## config.mk

```make
export PLATFORM = sky130hd
export DESIGN_NAME = deser_bist_i2c_datapath_regs
export DESIGN_NICKNAME = d
export VERILOG_FILES = /design/src/hdl/deser_regs_pkg.sv /design/src/hdl/scl_timing_if.sv /design/src/hdl/deser_bist_i2c_datapath_regs.sv /design/src/hdl/scl_master_gen.sv /design/src/hdl/sda_setup_timer.sv
export SDC_FILE = /design/constraint.sdc
export NUM_CORES = 1
export LEC_CHECK = 0
export BUFFER_PORTS_ARGS = -buffer_cell sky130_fd_sc_hd__buf_2
export CORE_UTILIZATION = 37
export CTS_CLUSTER_DIAMETER = 30
export DETAILED_ROUTE_END_ITERATION = 10
export SYNTH_ARGS = -nofsm -noshare
export SYNTH_HDL_FRONTEND = slang
export SYNTH_SLANG_ARGS = --single-unit
export TNS_END_PERCENT = 100
```

## constraint.sdc

```tcl
create_clock -name I_CORE_CLK -period 2.37 [get_ports I_CORE_CLK]
set_clock_uncertainty 0.05 [all_clocks]
set_input_delay 0.474 -clock I_CORE_CLK [delete_from_list [all_inputs] [get_ports I_CORE_CLK]]
set_output_delay 0.474 -clock I_CORE_CLK [all_outputs]
set_load 0.005 [all_outputs]
```

## src/hdl/deser_regs_pkg.sv

```systemverilog
// Constants, field layout and state codes for the datapath register slice
package deser_regs_pkg;
    // Register offsets on the local register port
    localparam logic [7:0] ADDR_SELFTEST_TALLY = 8'h25;
    localparam logic [7:0] ADDR_SCL_HIGH = 8'h26;
    localparam logic [7:0] ADDR_SCL_LOW = 8'h27;
    localparam logic [7:0] ADDR_DP_CTRL2 = 8'h28;
    // Reset values
    localparam logic [7:0] RST_SELFTEST_TALLY = 8'h00;
    localparam logic [7:0] RST_SCL_HIGH = 8'h83;
    localparam logic [7:0] RST_SCL_LOW = 8'h84;
    localparam logic [7:0] RST_DP_CTRL2 = 8'h20;
    localparam logic [7:0] BYTE_ZERO = 8'h00;
    // Field positions of the datapath control register
    localparam int BIT_LOCK = 7;
    localparam int BIT_RSVD = 6;
    localparam int BIT_VID_DIS = 5;
    localparam int BIT_DUAL = 4;
    localparam int BIT_ALT_AUDIO = 3;
    localparam int BIT_AUDIO_DIS = 2;
    localparam int BIT_SYNC28 = 1;
    localparam int BIT_SURROUND = 0;
    // Reserved bit never stores; forward channel never touches the lock
    localparam logic [7:0] DP_WRITE_MASK = 8'hBF;
    localparam logic [7:0] DP_FC_MASK = 8'h3F;
    // Timing: one period field count is one oscillator unit
    localparam int CLK_PERIOD_NS = 50;
    localparam int OSC_UNIT_NS = 50;
    localparam int CYCLES_PER_UNIT =
        (OSC_UNIT_NS + CLK_PERIOD_NS - 1) / CLK_PERIOD_NS;
    localparam int TICK_W = 12;
    localparam logic [TICK_W-1:0] TICK_ZERO = {TICK_W{1'b0}};
    localparam logic [TICK_W-1:0] TICK_ONE = TICK_W'(1);
    // State codes, one-hot
    typedef enum logic [2:0] {
        SCL_IDLE = 3'b001,
        SCL_LOW = 3'b010,
        SCL_HIGH = 3'b100
    } scl_state_t;
    typedef enum logic [1:0] {
        SETUP_IDLE = 2'b01,
        SETUP_WAIT = 2'b10
    } setup_state_t;
    // Field value to clock cycles, never less than one
    function automatic logic [TICK_W-1:0] to_ticks(input logic [7:0] field);
        logic [TICK_W-1:0] t;
        t = TICK_W'(field) * TICK_W'(CYCLES_PER_UNIT);
        if (t == TICK_ZERO)
        begin
            t = TICK_ONE;
        end
        return t;
    endfunction
endpackage

```

## src/hdl/scl_timing_if.sv

```systemverilog
// Timing settings shared by the clock generator and the setup timer
`timescale 1ns/1ps
interface scl_timing_if;
    logic [7:0] high_per;
    logic [7:0] low_per;
    logic master_en;
    logic scl_level;
    logic setup_start;
    modport ctl (output high_per, low_per, master_en, scl_level, setup_start);
    modport gen (input high_per, low_per, master_en, scl_level, setup_start);
endinterface

```

## src/hdl/deser_bist_i2c_datapath_regs.sv

```systemverilog
// Self test tally, master clock timing and datapath control registers
//
// Behaviour
// RQ1: Tally register reads the error count of the chosen port, writes ignored.
// RQ2: As master, SCL high lasts high-period counts of 50 ns each.
// RQ3: High period resets to 0x83, enough for 5us even at 26MHz.
// RQ4: As master, SCL low lasts low-period counts; resets to 0x84.
// RQ5: As slave, low period is the data setup before releasing stretched SCL.
// RQ6: Lock bit set blocks forward-channel loads; clear allows them.
// RQ7: Video-disabled resets to 1; control channel and pins keep working.
// RQ8: Dual-link bit reports serializer mode for data recovery.
// RQ9: Alternate audio puts word clock on pin one, data on pin zero.
// RQ10: 28-bit video bit marks sync and enable as carried in stream.
// RQ11: Surround bit enables surround audio handling.
// RQ12: Audio-disable bit mutes audio output; reserved bit 6 reads 0.
`timescale 1ns/1ps
module deser_bist_i2c_datapath_regs (
    input wire logic I_CORE_CLK,
    input wire logic I_RESET_N,
    input wire logic [7:0] I_REG_ADDR,
    input wire logic I_REG_WR,
    input wire logic [7:0] I_REG_WDATA,
    input wire logic I_REG_RD,
    output logic [7:0] O_REG_RDATA,
    output logic O_REG_RVALID,
    input wire logic I_FC_LOAD,
    input wire logic [7:0] I_FC_DATA,
    input wire logic I_SECOND_PORT_CHOICE,
    input wire logic [7:0] I_TALLY_PORT0,
    input wire logic [7:0] I_TALLY_PORT1,
    input wire logic I_SCL_MASTER_EN,
    input wire logic I_SCL_IN,
    output logic O_SCL_O,
    output logic O_SCL_OE,
    input wire logic I_SLV_DATA_READY,
    output logic O_SLV_SCL_HOLD,
    input wire logic I_AUDIO_WCLK,
    input wire logic I_AUDIO_SDATA,
    input wire logic I_PIN_ZERO_NORMAL,
    input wire logic I_PIN_ONE_NORMAL,
    output logic O_GENERAL_PIN_ZERO,
    output logic O_GENERAL_PIN_ONE,
    output logic O_AUDIO_WCLK,
    output logic O_AUDIO_SDATA,
    output logic O_VIDEO_DISABLED,
    output logic O_DUAL_LINK,
    output logic O_SYNC_IN_STREAM,
    output logic O_SURROUND_EN,
    output logic O_CTRL_CHAN_EN
);
    import deser_regs_pkg::*;

    logic [7:0] high_ff, nxt_high;
    logic [7:0] low_ff, nxt_low;
    logic [7:0] dp_ff, nxt_dp;
    logic [7:0] rdata_ff, nxt_rdata;
    logic rvalid_ff, nxt_rvalid;
    logic scl_s1_ff, scl_s2_ff, scl_s3_ff;
    logic scl_level_ff, nxt_scl_level;
    logic pin0_ff, nxt_pin0;
    logic pin1_ff, nxt_pin1;
    logic awclk_ff, nxt_awclk;
    logic asdata_ff, nxt_asdata;
    logic ctrl_en_ff;
    logic [7:0] tally_sel;
    logic wr_high, wr_low, wr_dp;
    logic scl_drive_low;
    logic slv_hold;

    scl_timing_if tif ();

    // Address decode of the local register port
    assign wr_high = I_REG_WR && (I_REG_ADDR == ADDR_SCL_HIGH);
    assign wr_low = I_REG_WR && (I_REG_ADDR == ADDR_SCL_LOW);
    assign wr_dp = I_REG_WR && (I_REG_ADDR == ADDR_DP_CTRL2);

    // Port choice comes from logic on this clock, so no synchroniser
    assign tally_sel = I_SECOND_PORT_CHOICE ? I_TALLY_PORT1
                                            : I_TALLY_PORT0; // [RQ1]

    // Next values of the stored registers
    always_comb
    begin
        nxt_high = high_ff;
        nxt_low = low_ff;
        nxt_dp = dp_ff;
        if (wr_high)
        begin
            nxt_high = I_REG_WDATA; // [RQ2]
        end
        if (wr_low)
        begin
            nxt_low = I_REG_WDATA; // [RQ4]
        end
        // A local write beats a forward-channel load in the same cycle
        if (wr_dp)
        begin
            nxt_dp = I_REG_WDATA & DP_WRITE_MASK; // [RQ12]
        end
        else if (I_FC_LOAD && !dp_ff[BIT_LOCK])
        begin
            nxt_dp = (dp_ff & ~DP_FC_MASK)
                   | (I_FC_DATA & DP_FC_MASK); // [RQ6]
        end
    end

    // Register storage, reset values hold the documented defaults
    always_ff @(posedge I_CORE_CLK)
    begin
        if (!I_RESET_N)
        begin
            high_ff <= RST_SCL_HIGH; // [RQ3]
            low_ff <= RST_SCL_LOW; // [RQ4]
            dp_ff <= RST_DP_CTRL2; // [RQ7]
        end
        else
        begin
            high_ff <= nxt_high;
            low_ff <= nxt_low;
            dp_ff <= nxt_dp;
        end
    end

    // Read mux; unmapped offsets answer zero, tally is never stored
    always_comb
    begin
        nxt_rvalid = I_REG_RD;
        nxt_rdata = rdata_ff;
        if (I_REG_RD)
        begin
            case (I_REG_ADDR)
                ADDR_SELFTEST_TALLY: nxt_rdata = tally_sel; // [RQ1]
                ADDR_SCL_HIGH: nxt_rdata = high_ff;
                ADDR_SCL_LOW: nxt_rdata = low_ff;
                ADDR_DP_CTRL2: nxt_rdata = dp_ff & DP_WRITE_MASK; // [RQ12]
                default: nxt_rdata = BYTE_ZERO;
            endcase
        end
    end

    // Read answer registers
    always_ff @(posedge I_CORE_CLK)
    begin
        if (!I_RESET_N)
        begin
            rdata_ff <= RST_SELFTEST_TALLY;
            rvalid_ff <= 1'b0;
        end
        else
        begin
            rdata_ff <= nxt_rdata;
            rvalid_ff <= nxt_rvalid;
        end
    end

    // Bus line level counts only when the last two stages agree
    always_comb
    begin
        nxt_scl_level = scl_level_ff;
        if (scl_s2_ff == scl_s3_ff)
        begin
            nxt_scl_level = scl_s3_ff;
        end
    end

    // Three-stage synchroniser on the open-drain clock pin
    always_ff @(posedge I_CORE_CLK)
    begin
        if (!I_RESET_N)
        begin
            scl_s1_ff <= 1'b1;
            scl_s2_ff <= 1'b1;
            scl_s3_ff <= 1'b1;
            scl_level_ff <= 1'b1;
        end
        else
        begin
            scl_s1_ff <= I_SCL_IN;
            scl_s2_ff <= scl_s1_ff;
            scl_s3_ff <= scl_s2_ff;
            scl_level_ff <= nxt_scl_level;
        end
    end

    // Timing settings handed to the clock generator and setup timer
    assign tif.high_per = high_ff;
    assign tif.low_per = low_ff;
    assign tif.master_en = I_SCL_MASTER_EN;
    assign tif.scl_level = scl_level_ff;
    assign tif.setup_start = I_SLV_DATA_READY;

    scl_master_gen u_scl_gen (
        .i_clk(I_CORE_CLK),
        .i_reset_n(I_RESET_N),
        .tif(tif.gen),
        .o_scl_drive_low(scl_drive_low)
    );

    sda_setup_timer u_setup (
        .i_clk(I_CORE_CLK),
        .i_reset_n(I_RESET_N),
        .tif(tif.gen),
        .o_hold_scl(slv_hold)
    );

    // Audio and pin routing; muting gates the data, not just the clock
    always_comb
    begin
        nxt_awclk = 1'b0;
        nxt_asdata = 1'b0;
        nxt_pin0 = I_PIN_ZERO_NORMAL;
        nxt_pin1 = I_PIN_ONE_NORMAL;
        if (dp_ff[BIT_ALT_AUDIO])
        begin
            nxt_pin1 = dp_ff[BIT_AUDIO_DIS] ? 1'b0 : I_AUDIO_WCLK; // [RQ9]
            nxt_pin0 = dp_ff[BIT_AUDIO_DIS] ? 1'b0 : I_AUDIO_SDATA; // [RQ9]
        end
        else if (!dp_ff[BIT_AUDIO_DIS])
        begin
            nxt_awclk = I_AUDIO_WCLK; // [RQ12]
            nxt_asdata = I_AUDIO_SDATA; // [RQ12]
        end
    end

    // Pin and audio output registers; control channel stays enabled
    always_ff @(posedge I_CORE_CLK)
    begin
        if (!I_RESET_N)
        begin
            pin0_ff <= 1'b0;
            pin1_ff <= 1'b0;
            awclk_ff <= 1'b0;
            asdata_ff <= 1'b0;
            ctrl_en_ff <= 1'b0;
        end
        else
        begin
            pin0_ff <= nxt_pin0;
            pin1_ff <= nxt_pin1;
            awclk_ff <= nxt_awclk;
            asdata_ff <= nxt_asdata;
            ctrl_en_ff <= 1'b1; // [RQ7]
        end
    end

    // Outputs, each straight from a register except O_SCL_O, which is tied to 0
    assign O_REG_RDATA = rdata_ff;
    assign O_REG_RVALID = rvalid_ff;
    assign O_SCL_O = 1'b0;
    assign O_SCL_OE = scl_drive_low;
    assign O_SLV_SCL_HOLD = slv_hold;
    assign O_GENERAL_PIN_ZERO = pin0_ff;
    assign O_GENERAL_PIN_ONE = pin1_ff;
    assign O_AUDIO_WCLK = awclk_ff;
    assign O_AUDIO_SDATA = asdata_ff;
    assign O_VIDEO_DISABLED = dp_ff[BIT_VID_DIS]; // [RQ7]
    assign O_DUAL_LINK = dp_ff[BIT_DUAL]; // [RQ8]
    assign O_SYNC_IN_STREAM = dp_ff[BIT_SYNC28]; // [RQ10]
    assign O_SURROUND_EN = dp_ff[BIT_SURROUND]; // [RQ11]
    assign O_CTRL_CHAN_EN = ctrl_en_ff;

    a_tally_select: assert property ( // [RQ1]
        @(posedge I_CORE_CLK) disable iff (!I_RESET_N)
        (I_REG_RD && I_REG_ADDR == ADDR_SELFTEST_TALLY)
        |=> (O_REG_RVALID && O_REG_RDATA == $past(tally_sel)))
        else $error("Tally read does not follow chosen port");
    a_tally_readonly: assert property ( // [RQ1]
        @(posedge I_CORE_CLK) disable iff (!I_RESET_N)
        (I_REG_WR && I_REG_ADDR == ADDR_SELFTEST_TALLY && !I_FC_LOAD)
        |=> ($stable(high_ff) && $stable(low_ff) && $stable(dp_ff)))
        else $error("Write to tally changed a register");
    a_high_reset: assert property ( // [RQ3]
        @(posedge I_CORE_CLK)
        !I_RESET_N |=> (high_ff == RST_SCL_HIGH && low_ff == RST_SCL_LOW))
        else $error("Period registers wrong after reset");
    a_video_reset: assert property ( // [RQ7]
        @(posedge I_CORE_CLK)
        !I_RESET_N ##1 I_RESET_N |-> (O_VIDEO_DISABLED ##1 O_CTRL_CHAN_EN))
        else $error("Video disabled or control channel wrong after reset");
    a_lock_keeps: assert property ( // [RQ6]
        @(posedge I_CORE_CLK) disable iff (!I_RESET_N)
        (I_FC_LOAD && dp_ff[BIT_LOCK] && !wr_dp) |=> $stable(dp_ff))
        else $error("Forward-channel load passed the lock");
    a_fc_loads: assert property ( // [RQ6]
        @(posedge I_CORE_CLK) disable iff (!I_RESET_N)
        (I_FC_LOAD && !dp_ff[BIT_LOCK] && !wr_dp)
        |=> ((dp_ff & DP_FC_MASK) == ($past(I_FC_DATA) & DP_FC_MASK)
             && dp_ff[BIT_LOCK] == 1'b0))
        else $error("Forward-channel load not applied");
    a_alt_pins: assert property ( // [RQ9]
        @(posedge I_CORE_CLK) disable iff (!I_RESET_N)
        (dp_ff[BIT_ALT_AUDIO] && !dp_ff[BIT_AUDIO_DIS])
        |=> (O_GENERAL_PIN_ONE == $past(I_AUDIO_WCLK)
             && O_GENERAL_PIN_ZERO == $past(I_AUDIO_SDATA)))
        else $error("Alternate audio not routed to general pins");
    a_audio_mute: assert property ( // [RQ12]
        @(posedge I_CORE_CLK) disable iff (!I_RESET_N)
        dp_ff[BIT_AUDIO_DIS] |=> (!O_AUDIO_SDATA && !O_AUDIO_WCLK))
        else $error("Audio output not muted");
    a_rsvd_zero: assert property ( // [RQ12]
        @(posedge I_CORE_CLK) disable iff (!I_RESET_N)
        (I_REG_RD && I_REG_ADDR == ADDR_DP_CTRL2)
        |=> (O_REG_RDATA[BIT_RSVD] == 1'b0 && !dp_ff[BIT_RSVD]))
        else $error("Reserved bit reads one");
endmodule

```

## src/hdl/scl_master_gen.sv

```systemverilog
// Master clock generator: timed low and high phases, waits on stretching
`timescale 1ns/1ps
module scl_master_gen (
    input wire logic i_clk,
    input wire logic i_reset_n,
    scl_timing_if.gen tif,
    output logic o_scl_drive_low
);
    import deser_regs_pkg::*;
    scl_state_t state_ff, nxt_state;
    logic [TICK_W-1:0] cnt_ff, nxt_cnt;
    logic drive_ff, nxt_drive;
    logic [TICK_W-1:0] low_len_ff;

    // Phase sequencing; high time counts only once the line is seen high
    always_comb
    begin
        nxt_state = state_ff;
        nxt_cnt = cnt_ff;
        nxt_drive = drive_ff;
        case (state_ff)
            SCL_IDLE:
            begin
                if (tif.master_en)
                begin
                    nxt_state = SCL_LOW;
                    nxt_drive = 1'b1;
                    nxt_cnt = to_ticks(tif.low_per) - TICK_ONE; // [RQ4]
                end
            end
            SCL_LOW:
            begin
                if (!tif.master_en)
                begin
                    nxt_state = SCL_IDLE;
                    nxt_drive = 1'b0;
                end
                else if (cnt_ff == TICK_ZERO)
                begin
                    nxt_state = SCL_HIGH;
                    nxt_drive = 1'b0;
                    nxt_cnt = to_ticks(tif.high_per) - TICK_ONE; // [RQ2]
                end
                else
                begin
                    nxt_cnt = cnt_ff - TICK_ONE;
                end
            end
            SCL_HIGH:
            begin
                if (!tif.master_en)
                begin
                    nxt_state = SCL_IDLE;
                end
                else if (!tif.scl_level)
                begin
                    nxt_cnt = cnt_ff; // Held low by a slave
                end
                else if (cnt_ff == TICK_ZERO)
                begin
                    nxt_state = SCL_LOW;
                    nxt_drive = 1'b1;
                    nxt_cnt = to_ticks(tif.low_per) - TICK_ONE; // [RQ4]
                end
                else
                begin
                    nxt_cnt = cnt_ff - TICK_ONE; // [RQ2]
                end
            end
            default:
            begin
                nxt_state = SCL_IDLE;
                nxt_drive = 1'b0;
            end
        endcase
    end

    // State registers
    always_ff @(posedge i_clk)
    begin
        if (!i_reset_n)
        begin
            state_ff <= SCL_IDLE;
            cnt_ff <= TICK_ZERO;
            drive_ff <= 1'b0;
            low_len_ff <= TICK_ZERO;
        end
        else
        begin
            state_ff <= nxt_state;
            cnt_ff <= nxt_cnt;
            drive_ff <= nxt_drive;
            low_len_ff <= drive_ff ? low_len_ff + TICK_ONE : TICK_ZERO;
        end
    end

    assign o_scl_drive_low = drive_ff;

    a_low_width: assert property ( // [RQ4]
        @(posedge i_clk) disable iff (!i_reset_n)
        ($fell(drive_ff) && $past(tif.master_en) && $stable(tif.low_per))
        |-> (low_len_ff == to_ticks(tif.low_per)))
        else $error("SCL low phase length differs from low period");
    a_high_after_low: assert property ( // [RQ2]
        @(posedge i_clk) disable iff (!i_reset_n)
        (state_ff == SCL_LOW && cnt_ff == TICK_ZERO && tif.master_en)
        |=> (state_ff == SCL_HIGH && !drive_ff
             && cnt_ff == to_ticks($past(tif.high_per)) - TICK_ONE))
        else $error("High phase not loaded from high period");
endmodule

```

## src/hdl/sda_setup_timer.sv

```systemverilog
// Slave-side setup timer: keeps the clock stretched while data settles
`timescale 1ns/1ps
module sda_setup_timer (
    input wire logic i_clk,
    input wire logic i_reset_n,
    scl_timing_if.gen tif,
    output logic o_hold_scl
);
    import deser_regs_pkg::*;
    setup_state_t state_ff, nxt_state;
    logic [TICK_W-1:0] cnt_ff, nxt_cnt;
    logic hold_ff, nxt_hold;

    // A new start while waiting is ignored; the first one sets the pace
    always_comb
    begin
        nxt_state = state_ff;
        nxt_cnt = cnt_ff;
        nxt_hold = hold_ff;
        case (state_ff)
            SETUP_IDLE:
            begin
                if (tif.setup_start)
                begin
                    nxt_state = SETUP_WAIT;
                    nxt_hold = 1'b1;
                    nxt_cnt = to_ticks(tif.low_per) - TICK_ONE; // [RQ5]
                end
            end
            SETUP_WAIT:
            begin
                if (cnt_ff == TICK_ZERO)
                begin
                    nxt_state = SETUP_IDLE;
                    nxt_hold = 1'b0; // [RQ5]
                end
                else
                begin
                    nxt_cnt = cnt_ff - TICK_ONE;
                end
            end
            default:
            begin
                nxt_state = SETUP_IDLE;
                nxt_hold = 1'b0;
            end
        endcase
    end

    // State registers
    always_ff @(posedge i_clk)
    begin
        if (!i_reset_n)
        begin
            state_ff <= SETUP_IDLE;
            cnt_ff <= TICK_ZERO;
            hold_ff <= 1'b0;
        end
        else
        begin
            state_ff <= nxt_state;
            cnt_ff <= nxt_cnt;
            hold_ff <= nxt_hold;
        end
    end

    assign o_hold_scl = hold_ff;

    a_setup_start: assert property ( // [RQ5]
        @(posedge i_clk) disable iff (!i_reset_n)
        (tif.setup_start && state_ff == SETUP_IDLE)
        |=> (hold_ff && cnt_ff == to_ticks($past(tif.low_per)) - TICK_ONE))
        else $error("Setup hold not started from low period");
endmodule

```

# Yosys cells after proc, flatten, opt, wreduce, memory -nomap -nowiden
# Cells that the tools add are included.
[totals] regBits=73 latch_bits=0 ramBits=0 rom_bits=0 input_bits=53 word_cells=121 mem_count=0
[op_classes] n_addsub=6 mul=0 n_div=0 order_cmp=0 n_eq_ne=21 shifts=0 n_mux=52 n_bitwise=2 n_reduce_logical=19
[op_table] cell="two-way mux 12 bit" count=19
[op_table] cell="subtractor 12 x 1 -> 12 bit, second input constant" count=6
[op_table] cell="two-way mux 8 bit" count=5
[op_table] cell="one-hot mux 12 bit (3 select lines)" count=1
[op_table] cell="== test 8 x 6 -> 1 bit, second input constant" count=4
[op_table] cell="one-hot mux 8 bit (4 select lines)" count=1
[op_table] cell="logical NOT 12 bit" count=2
[op_table] cell="one-hot mux 12 bit (2 select lines)" count=1
[op_table] cell="logical NOT 9 bit" count=2
[op_table] cell="two-way mux 3 bit" count=6
[op_table] cell="two-way mux 1 bit" count=13
[op_table] cell="inequality test 2 bit, second input constant" count=6
[op_table] cell="AND reduction 5 bit" count=2
[op_table] cell="one-hot mux 3 bit (3 select lines)" count=1
[op_table] cell="bitwise OR 8 x 6 -> 8 bit" count=1
[op_table] cell="inequality test 3 x 2 -> 1 bit, second input constant" count=2
[op_table] cell="logical AND 1 bit" count=4
[op_table] cell="two-way mux 2 bit" count=2
[op_table] cell="inequality test 2 x 1 -> 1 bit, second input constant" count=2
[op_table] cell="one-hot mux 2 bit (2 select lines)" count=1
[op_table] cell="AND reduction 4 bit" count=1
[op_table] cell="nonzero test 2 bit" count=2
[op_table] cell="OR reduction 2 bit" count=2
[op_table] cell="== test 3 x 1 -> 1 bit, second input constant" count=1
[op_table] cell="other kinds (13)" count=13

# Logic depth before layout (Yosys ltp)
[logic_depth] ltp_word=11 mapped_depth=9 ltp_nobuf=8

# Cells and area by module
# From an unflattened synthesis, not the netlist that was laid out.
[hier_totals] cells_unflattened=500 hier_area_um2=4399.2
[modules_own_cells] module="deser_bist_i2c_datapath_regs" instances=1 cells_each=179 area_per_inst_um2=1914.3 seq_area_each_um2=820.8
[modules_own_cells] module="scl_master_gen" instances=1 cells_each=191 area_per_inst_um2=1406.3 seq_area_each_um2=320.3
[modules_own_cells] module="sda_setup_timer" instances=1 cells_each=130 area_per_inst_um2=1078.5 seq_area_each_um2=280.3

# Least setup slack after synthesis
# OpenSTA, ideal clock, no wires.
[synth_path] kind="register to register" startpoint="register high_ff[4]" endpoint="register u_scl_gen.cnt_ff[6]" setup_ns=0.119 t_arrival_ns=2.168 path_slack_ns=0.034 stages_incl_launch_ff=10 n_path_buf=1 cell_sequence="dfxtp_1 > clkbuf_1 > nor4_1 > a31oi_1 > ha_1 > or3b_1 > o31a_1 > o211ai_1 > o311ai_1 > o221a_1"
[synth_between] elab_chain_len=9
[synth_rtl] item="start, declared" line_no="deser_bist_i2c_datapath_regs.sv:53" rtl="logic [7:0] high_ff, nxt_high;"
[synth_rtl] item="start signal, assigned" line_no="deser_bist_i2c_datapath_regs.sv:118" rtl="high_ff <= nxt_high;"
[synth_rtl] item="logical NOT 9 bit" line_no="deser_regs_pkg.sv:48" rtl="if (t == TICK_ZERO)"
[synth_rtl] item="two-way mux 8 bit (*)" line_no="deser_regs_pkg.sv:48"
[synth_rtl] item="two-way mux 12 bit (*)" line_no="scl_master_gen.sv:38" rtl="else if (cnt_ff == TICK_ZERO)"
[synth_rtl] item="two-way mux 12 bit (*)" line_no="scl_master_gen.sv:33" rtl="if (!tif.master_en)"
[synth_rtl] item="two-way mux 12 bit (*)" line_no="scl_master_gen.sv:21" rtl="case (state_ff)"
[synth_rtl] item="subtractor 12 x 1 -> 12 bit (*)" line_no="scl_master_gen.sv:42" rtl="nxt_cnt = to_ticks(tif.high_per) - TICK_ONE;"
[synth_rtl] item="two-way mux 12 bit (*)" line_no="scl_master_gen.sv:38"
[synth_rtl] item="two-way mux 12 bit (*)" line_no="scl_master_gen.sv:33"
[synth_rtl] item="one-hot mux 12 bit (3 select lines) (*)" line_no="scl_master_gen.sv:21"
[synth_rtl] item="end signal, assigned" line_no="scl_master_gen.sv:91" rtl="cnt_ff <= nxt_cnt;"
[synth_rtl] item="end, declared" line_no="scl_master_gen.sv:11" rtl="logic [TICK_W-1:0] cnt_ff, nxt_cnt;"
# Mark *: on every way between the ends. The rest lies on a longest branch, timed or not. The select of a mux whose other input is x is not followed.
# A chain may end at the register's enable or synchronous reset.

# Worst setup path in the final report
[layout_path] startpoint="register u_setup.cnt_ff[0]" endpoint="register u_setup.cnt_ff[10]"
[layout_between] elab_chain_len=3
[layout_rtl] item="start, declared" line_no="sda_setup_timer.sv:11" rtl="logic [TICK_W-1:0] cnt_ff, nxt_cnt;"
[layout_rtl] item="start signal, assigned" line_no="sda_setup_timer.sv:62" rtl="cnt_ff <= nxt_cnt;"
[layout_rtl] item="subtractor 12 x 1 -> 12 bit / logical NOT 12 bit (equally long branches)" line_no="sda_setup_timer.sv:39, sda_setup_timer.sv:32"
[layout_rtl] item="two-way mux 12 bit / inequality test 2 bit (equally long branches)"
[layout_rtl] item="one-hot mux 12 bit (2 select lines) / AND reduction 3 bit (equally long branches)"
# Parallel ways exist; a longest one is shown, timed or not. The select of a mux whose other input is x is not followed.

==> metrics.md <==
| Metric | Value |
|---|---|
| Die area | `11,500 µm²` |
| Total Routed Length | `10,600 µm` |
| Crit. End Element | `register` |
| Crit-path cells | `inv_1 > ha_1 > or4b_4 > or2_1 > or4_1 > a21oi_1 > o21ai_1` |
| Slowest stage delay, CP | `0.51 ns` |
| Pin count of the biggest net entering global routing | `45` |
| Syn Nets | `about 560` |
| Mean Syn Cell Area | `8.15 µm²` |
| Leak | `2.06 nW` |
| CTS Buffer Depth | `2` |
| Num ports | `74` |
| Synthesized-area fraction occupied by adder cells | `1.53%` |
| Outcome | `finished clean` |
| Row cnt | `38` |
| Crit-path max FO | `5` |
| Vias | `4,054` |
| Pwr dens | `566 nW/µm²` |
| Routability cong. | `0.877` |
| Sequential area share after synthesis | `about a third` |
| Worst path arrival time | `2.44 ns` |
| Flops & latches, synth | `71` |
| Final Hold Fails | `0` |
| First-pass GRT wire length | `18,100 µm` |
| DR DRC count | `0` |
| Final setup fails | `0` |
| WP buf/inv | `1` |
| Core Area | `10,800 µm²` |
| XOR/XNOR Fraction of Synth Area | `approximately 2.1%` |
| Worst r2r path cells | `7` |
| Detail Route Antenna Nets | `0` |
| CTS tree | `built` |
| Setup_tns | `0 ns` |
| F_max | `0.446 GHz` |
| Fin nets | `647` |
| Final period util | `94.5%` |
| Reg-to-reg endpoint | `u_setup.cnt_ff[10]` |
| Ys Warns | `0` |
| Synth Area in Compound Gates | `24.6%` |
| Total power | `0.00278 W` |
| DRT iter0 DRCs | `between 200 and 300` |
| MaxCap Viol Count | `0` |
| Die Height | `107 µm` |
| Largest family of logic cells by synthesized area | `simple AND/OR/NAND/NOR gates` |
| Die extent in x | `between 100 and 150 µm` |
| Top Family by Delay on Critical Path | `simple AND/OR/NAND/NOR gates` |
| FFs w/ async S/R, synth | `0%` |
| Vias in the first global route | `3,720` |
| Main synth FF type | `dfxtp_1` |
| Pins over their slew limit | `0` |
| Placed cells | `about 720` |
| Root Driver | `clkbuf_8` |
| Crit path launch | `u_setup.cnt_ff[0]` |
| Vias per cell | `5.53` |
| Initial core utilization | `38.0%` |
| Crit path max-delay cell type | `or4b_4` |
| Worst reg2reg setup slack | `about 0.13 ns` |
| Syn-to-layout area delta | `19.8%` |
| Port bufs | `70` |
| H-tree depth | `3` |
| CTS Buf Count | `9` |
| Share of cells above drive strength 1 | `between 20% and 30%` |
| WHS Path Cells | `2` |
| Clock slew at reported path FFs | `about 0.070 ns` |
| Fraction of the mapped netlist area in simple logic gates | `28.3%` |
| Initial antenna violation count | `0` |
| Unrepaired setup endpoints after global routing | `false` |
| Max_slew headroom | `a little over half` |
| Maximum vdd ir drop | `257 µV` |
| Total track usage | `19.8%` |
| Netlist cell types | `65` |
| Number of synthesized flops with an enable pin | `0` |
| Clk sinks | `71` |
| Slew @ Worst Pin | `0.703 ns` |
| Setup CP Type | `reg -> reg` |
| Non-Filler Instances | `733` |
| Tmin final | `2.24 ns` |
| Detail Placement HPWL | `8010 µm` |
| Wirelength per Cell | `14.5 µm` |
| Grt total ovfl | `0` |
| Crit path launch type | `register` |
| Synthesized netlist cell count | `about 500` |
| Hold Crit Class | `in -> reg` |
| Mux cell area share after synthesis | `4.12%` |
| Post-CTS Setup Inserts | `0` |
| Req. time, crit path | `~2.6 ns` |
| TritonRoute pass-1 iters | `6` |
| FF-to-FF Start | `u_setup.cnt_ff[0]` |
| Post-Syn Area | `4100 µm²` |
| Number of diodes | `0` |
| Final worst slack | `around 0.13 ns` |
| Finished Core Util | `45.5%` |
| Worst slack at placement | `around 0.08 ns` |
| Insertion delay to the later sink of the worst-skew pair | `0.35 ns` |
| Worst Hold Launch | `I_SCL_IN` |
| Hold EP | `scl_s1_ff` |
Yosys cell counts, drive strengths merged (8+ instances only):
cell     n  area [µm²]
o21ai   35         175
a21boi  16         120
nor4    13         130
nand2   66         253
nand3   30         150
a21o     8        60.1
nand2b   9        56.3
a21oi   36         180
dfxtp   71        1420
or4      9        67.6
buf     11        75.1
nor2    27         104
clkbuf  17        63.8
nor2b   13        81.3
inv     13        48.8
mux2i    9        90.1
a31oi    8        50.1
worst max path at each step:
stage / endpoint / cells after the start
CTS: u_setup.cnt_ff[0] / 7
global route: u_scl_gen.cnt_ff[6] / 8
floorplan: u_scl_gen.cnt_ff[6] / 9
detailed placement: u_setup.cnt_ff[0] / 7
global placement: u_setup.cnt_ff[0] / 7
finish: u_setup.cnt_ff[10] / 7
registers in the layout, indices dropped and copies added (netlist names), 3 cells and up:
signal / count
u_scl_gen.state_ff: 3
dp_ff: 7
u_scl_gen.cnt_ff: 12
u_setup.cnt_ff: 12
high_ff: 8
low_ff: 8
O_REG_RDATA: 8
what timing repair did:
item,4_1_cts,5_1_grt
hold endpoints to repair,0,0
hold buffers,0,0
setup endpoints to repair,0,10
gates resized for setup,0,3
through the flow:
step | cell area (µm²) | hold WS [ns]
final | 4910 | 0.260
after detailed placement | 4750 | 0.357
after CTS | 4900 | 0.245
after global placement | 4750 | 0.344
after global routing | 4910 | 0.250
after floorplan | 4100 | 0.336
area by class of cell:
type | instances | area [µm²]
Fill cell | 1095 | 5880
Sequential cell | 71 | 1420
Clock buffer | 14 | 153
Tap cell | 140 | 175
Clock inverter | 1 | 5.00
Multi-Input combinational cell | 391 | 2500
Inverter | 13 | 48.8
Timing Repair Buffer | 103 | 611
power breakdown:
part | switching, W | leakage, nW | internal (W)
registers | 0.0000726 | 0.580 | 0.00125
clock network | 0.000439 | 0.0805 | 0.000403
logic | 0.000339 | 1.40 | 0.000271
layer usage:
metal	vias up	GRT usage [%]	routed length, µm
met3	17	2.42	423
met1	1896	26.0	4910
met5	-	0	0
met2	110	32.2	5030
met4	0	9.30	263
li1	2031	-	-
cell usage in the layout, fill, tap and decap left out, types with 4 or more instances in the layout:
cell type,count
or3_1,5
xor2_1,7
nor2b_1,13
buf_4,32
ha_1,5
mux2i_1,9
nand2_1,64
o211a_1,5
clkbuf_8,10
a21boi_1,16
a21o_1,8
inv_1,12
mux2_2,7
o21ai_1,15
dfxtp_1,71
nor3_1,6
o21ai_0,20
a31oi_1,8
a21oi_1,36
nor4_2,4
a222oi_1,7
nand3_1,30
buf_2,70
nand3b_1,5
nand2b_1,9
clkbuf_1,4
o211ai_1,7
nor2_1,26
nor4_1,7
or4_1,9
cell families after synthesis:
logic type,Yosys count
AOI/OAI and AO/OA,151
DFF,71
other,1
muxes,16
buffers and inverters,41
xor gates and xnor gates,10
adders and majority gates,5
and+or+nand+nor,208
Power figures use the tool's default switching activity.
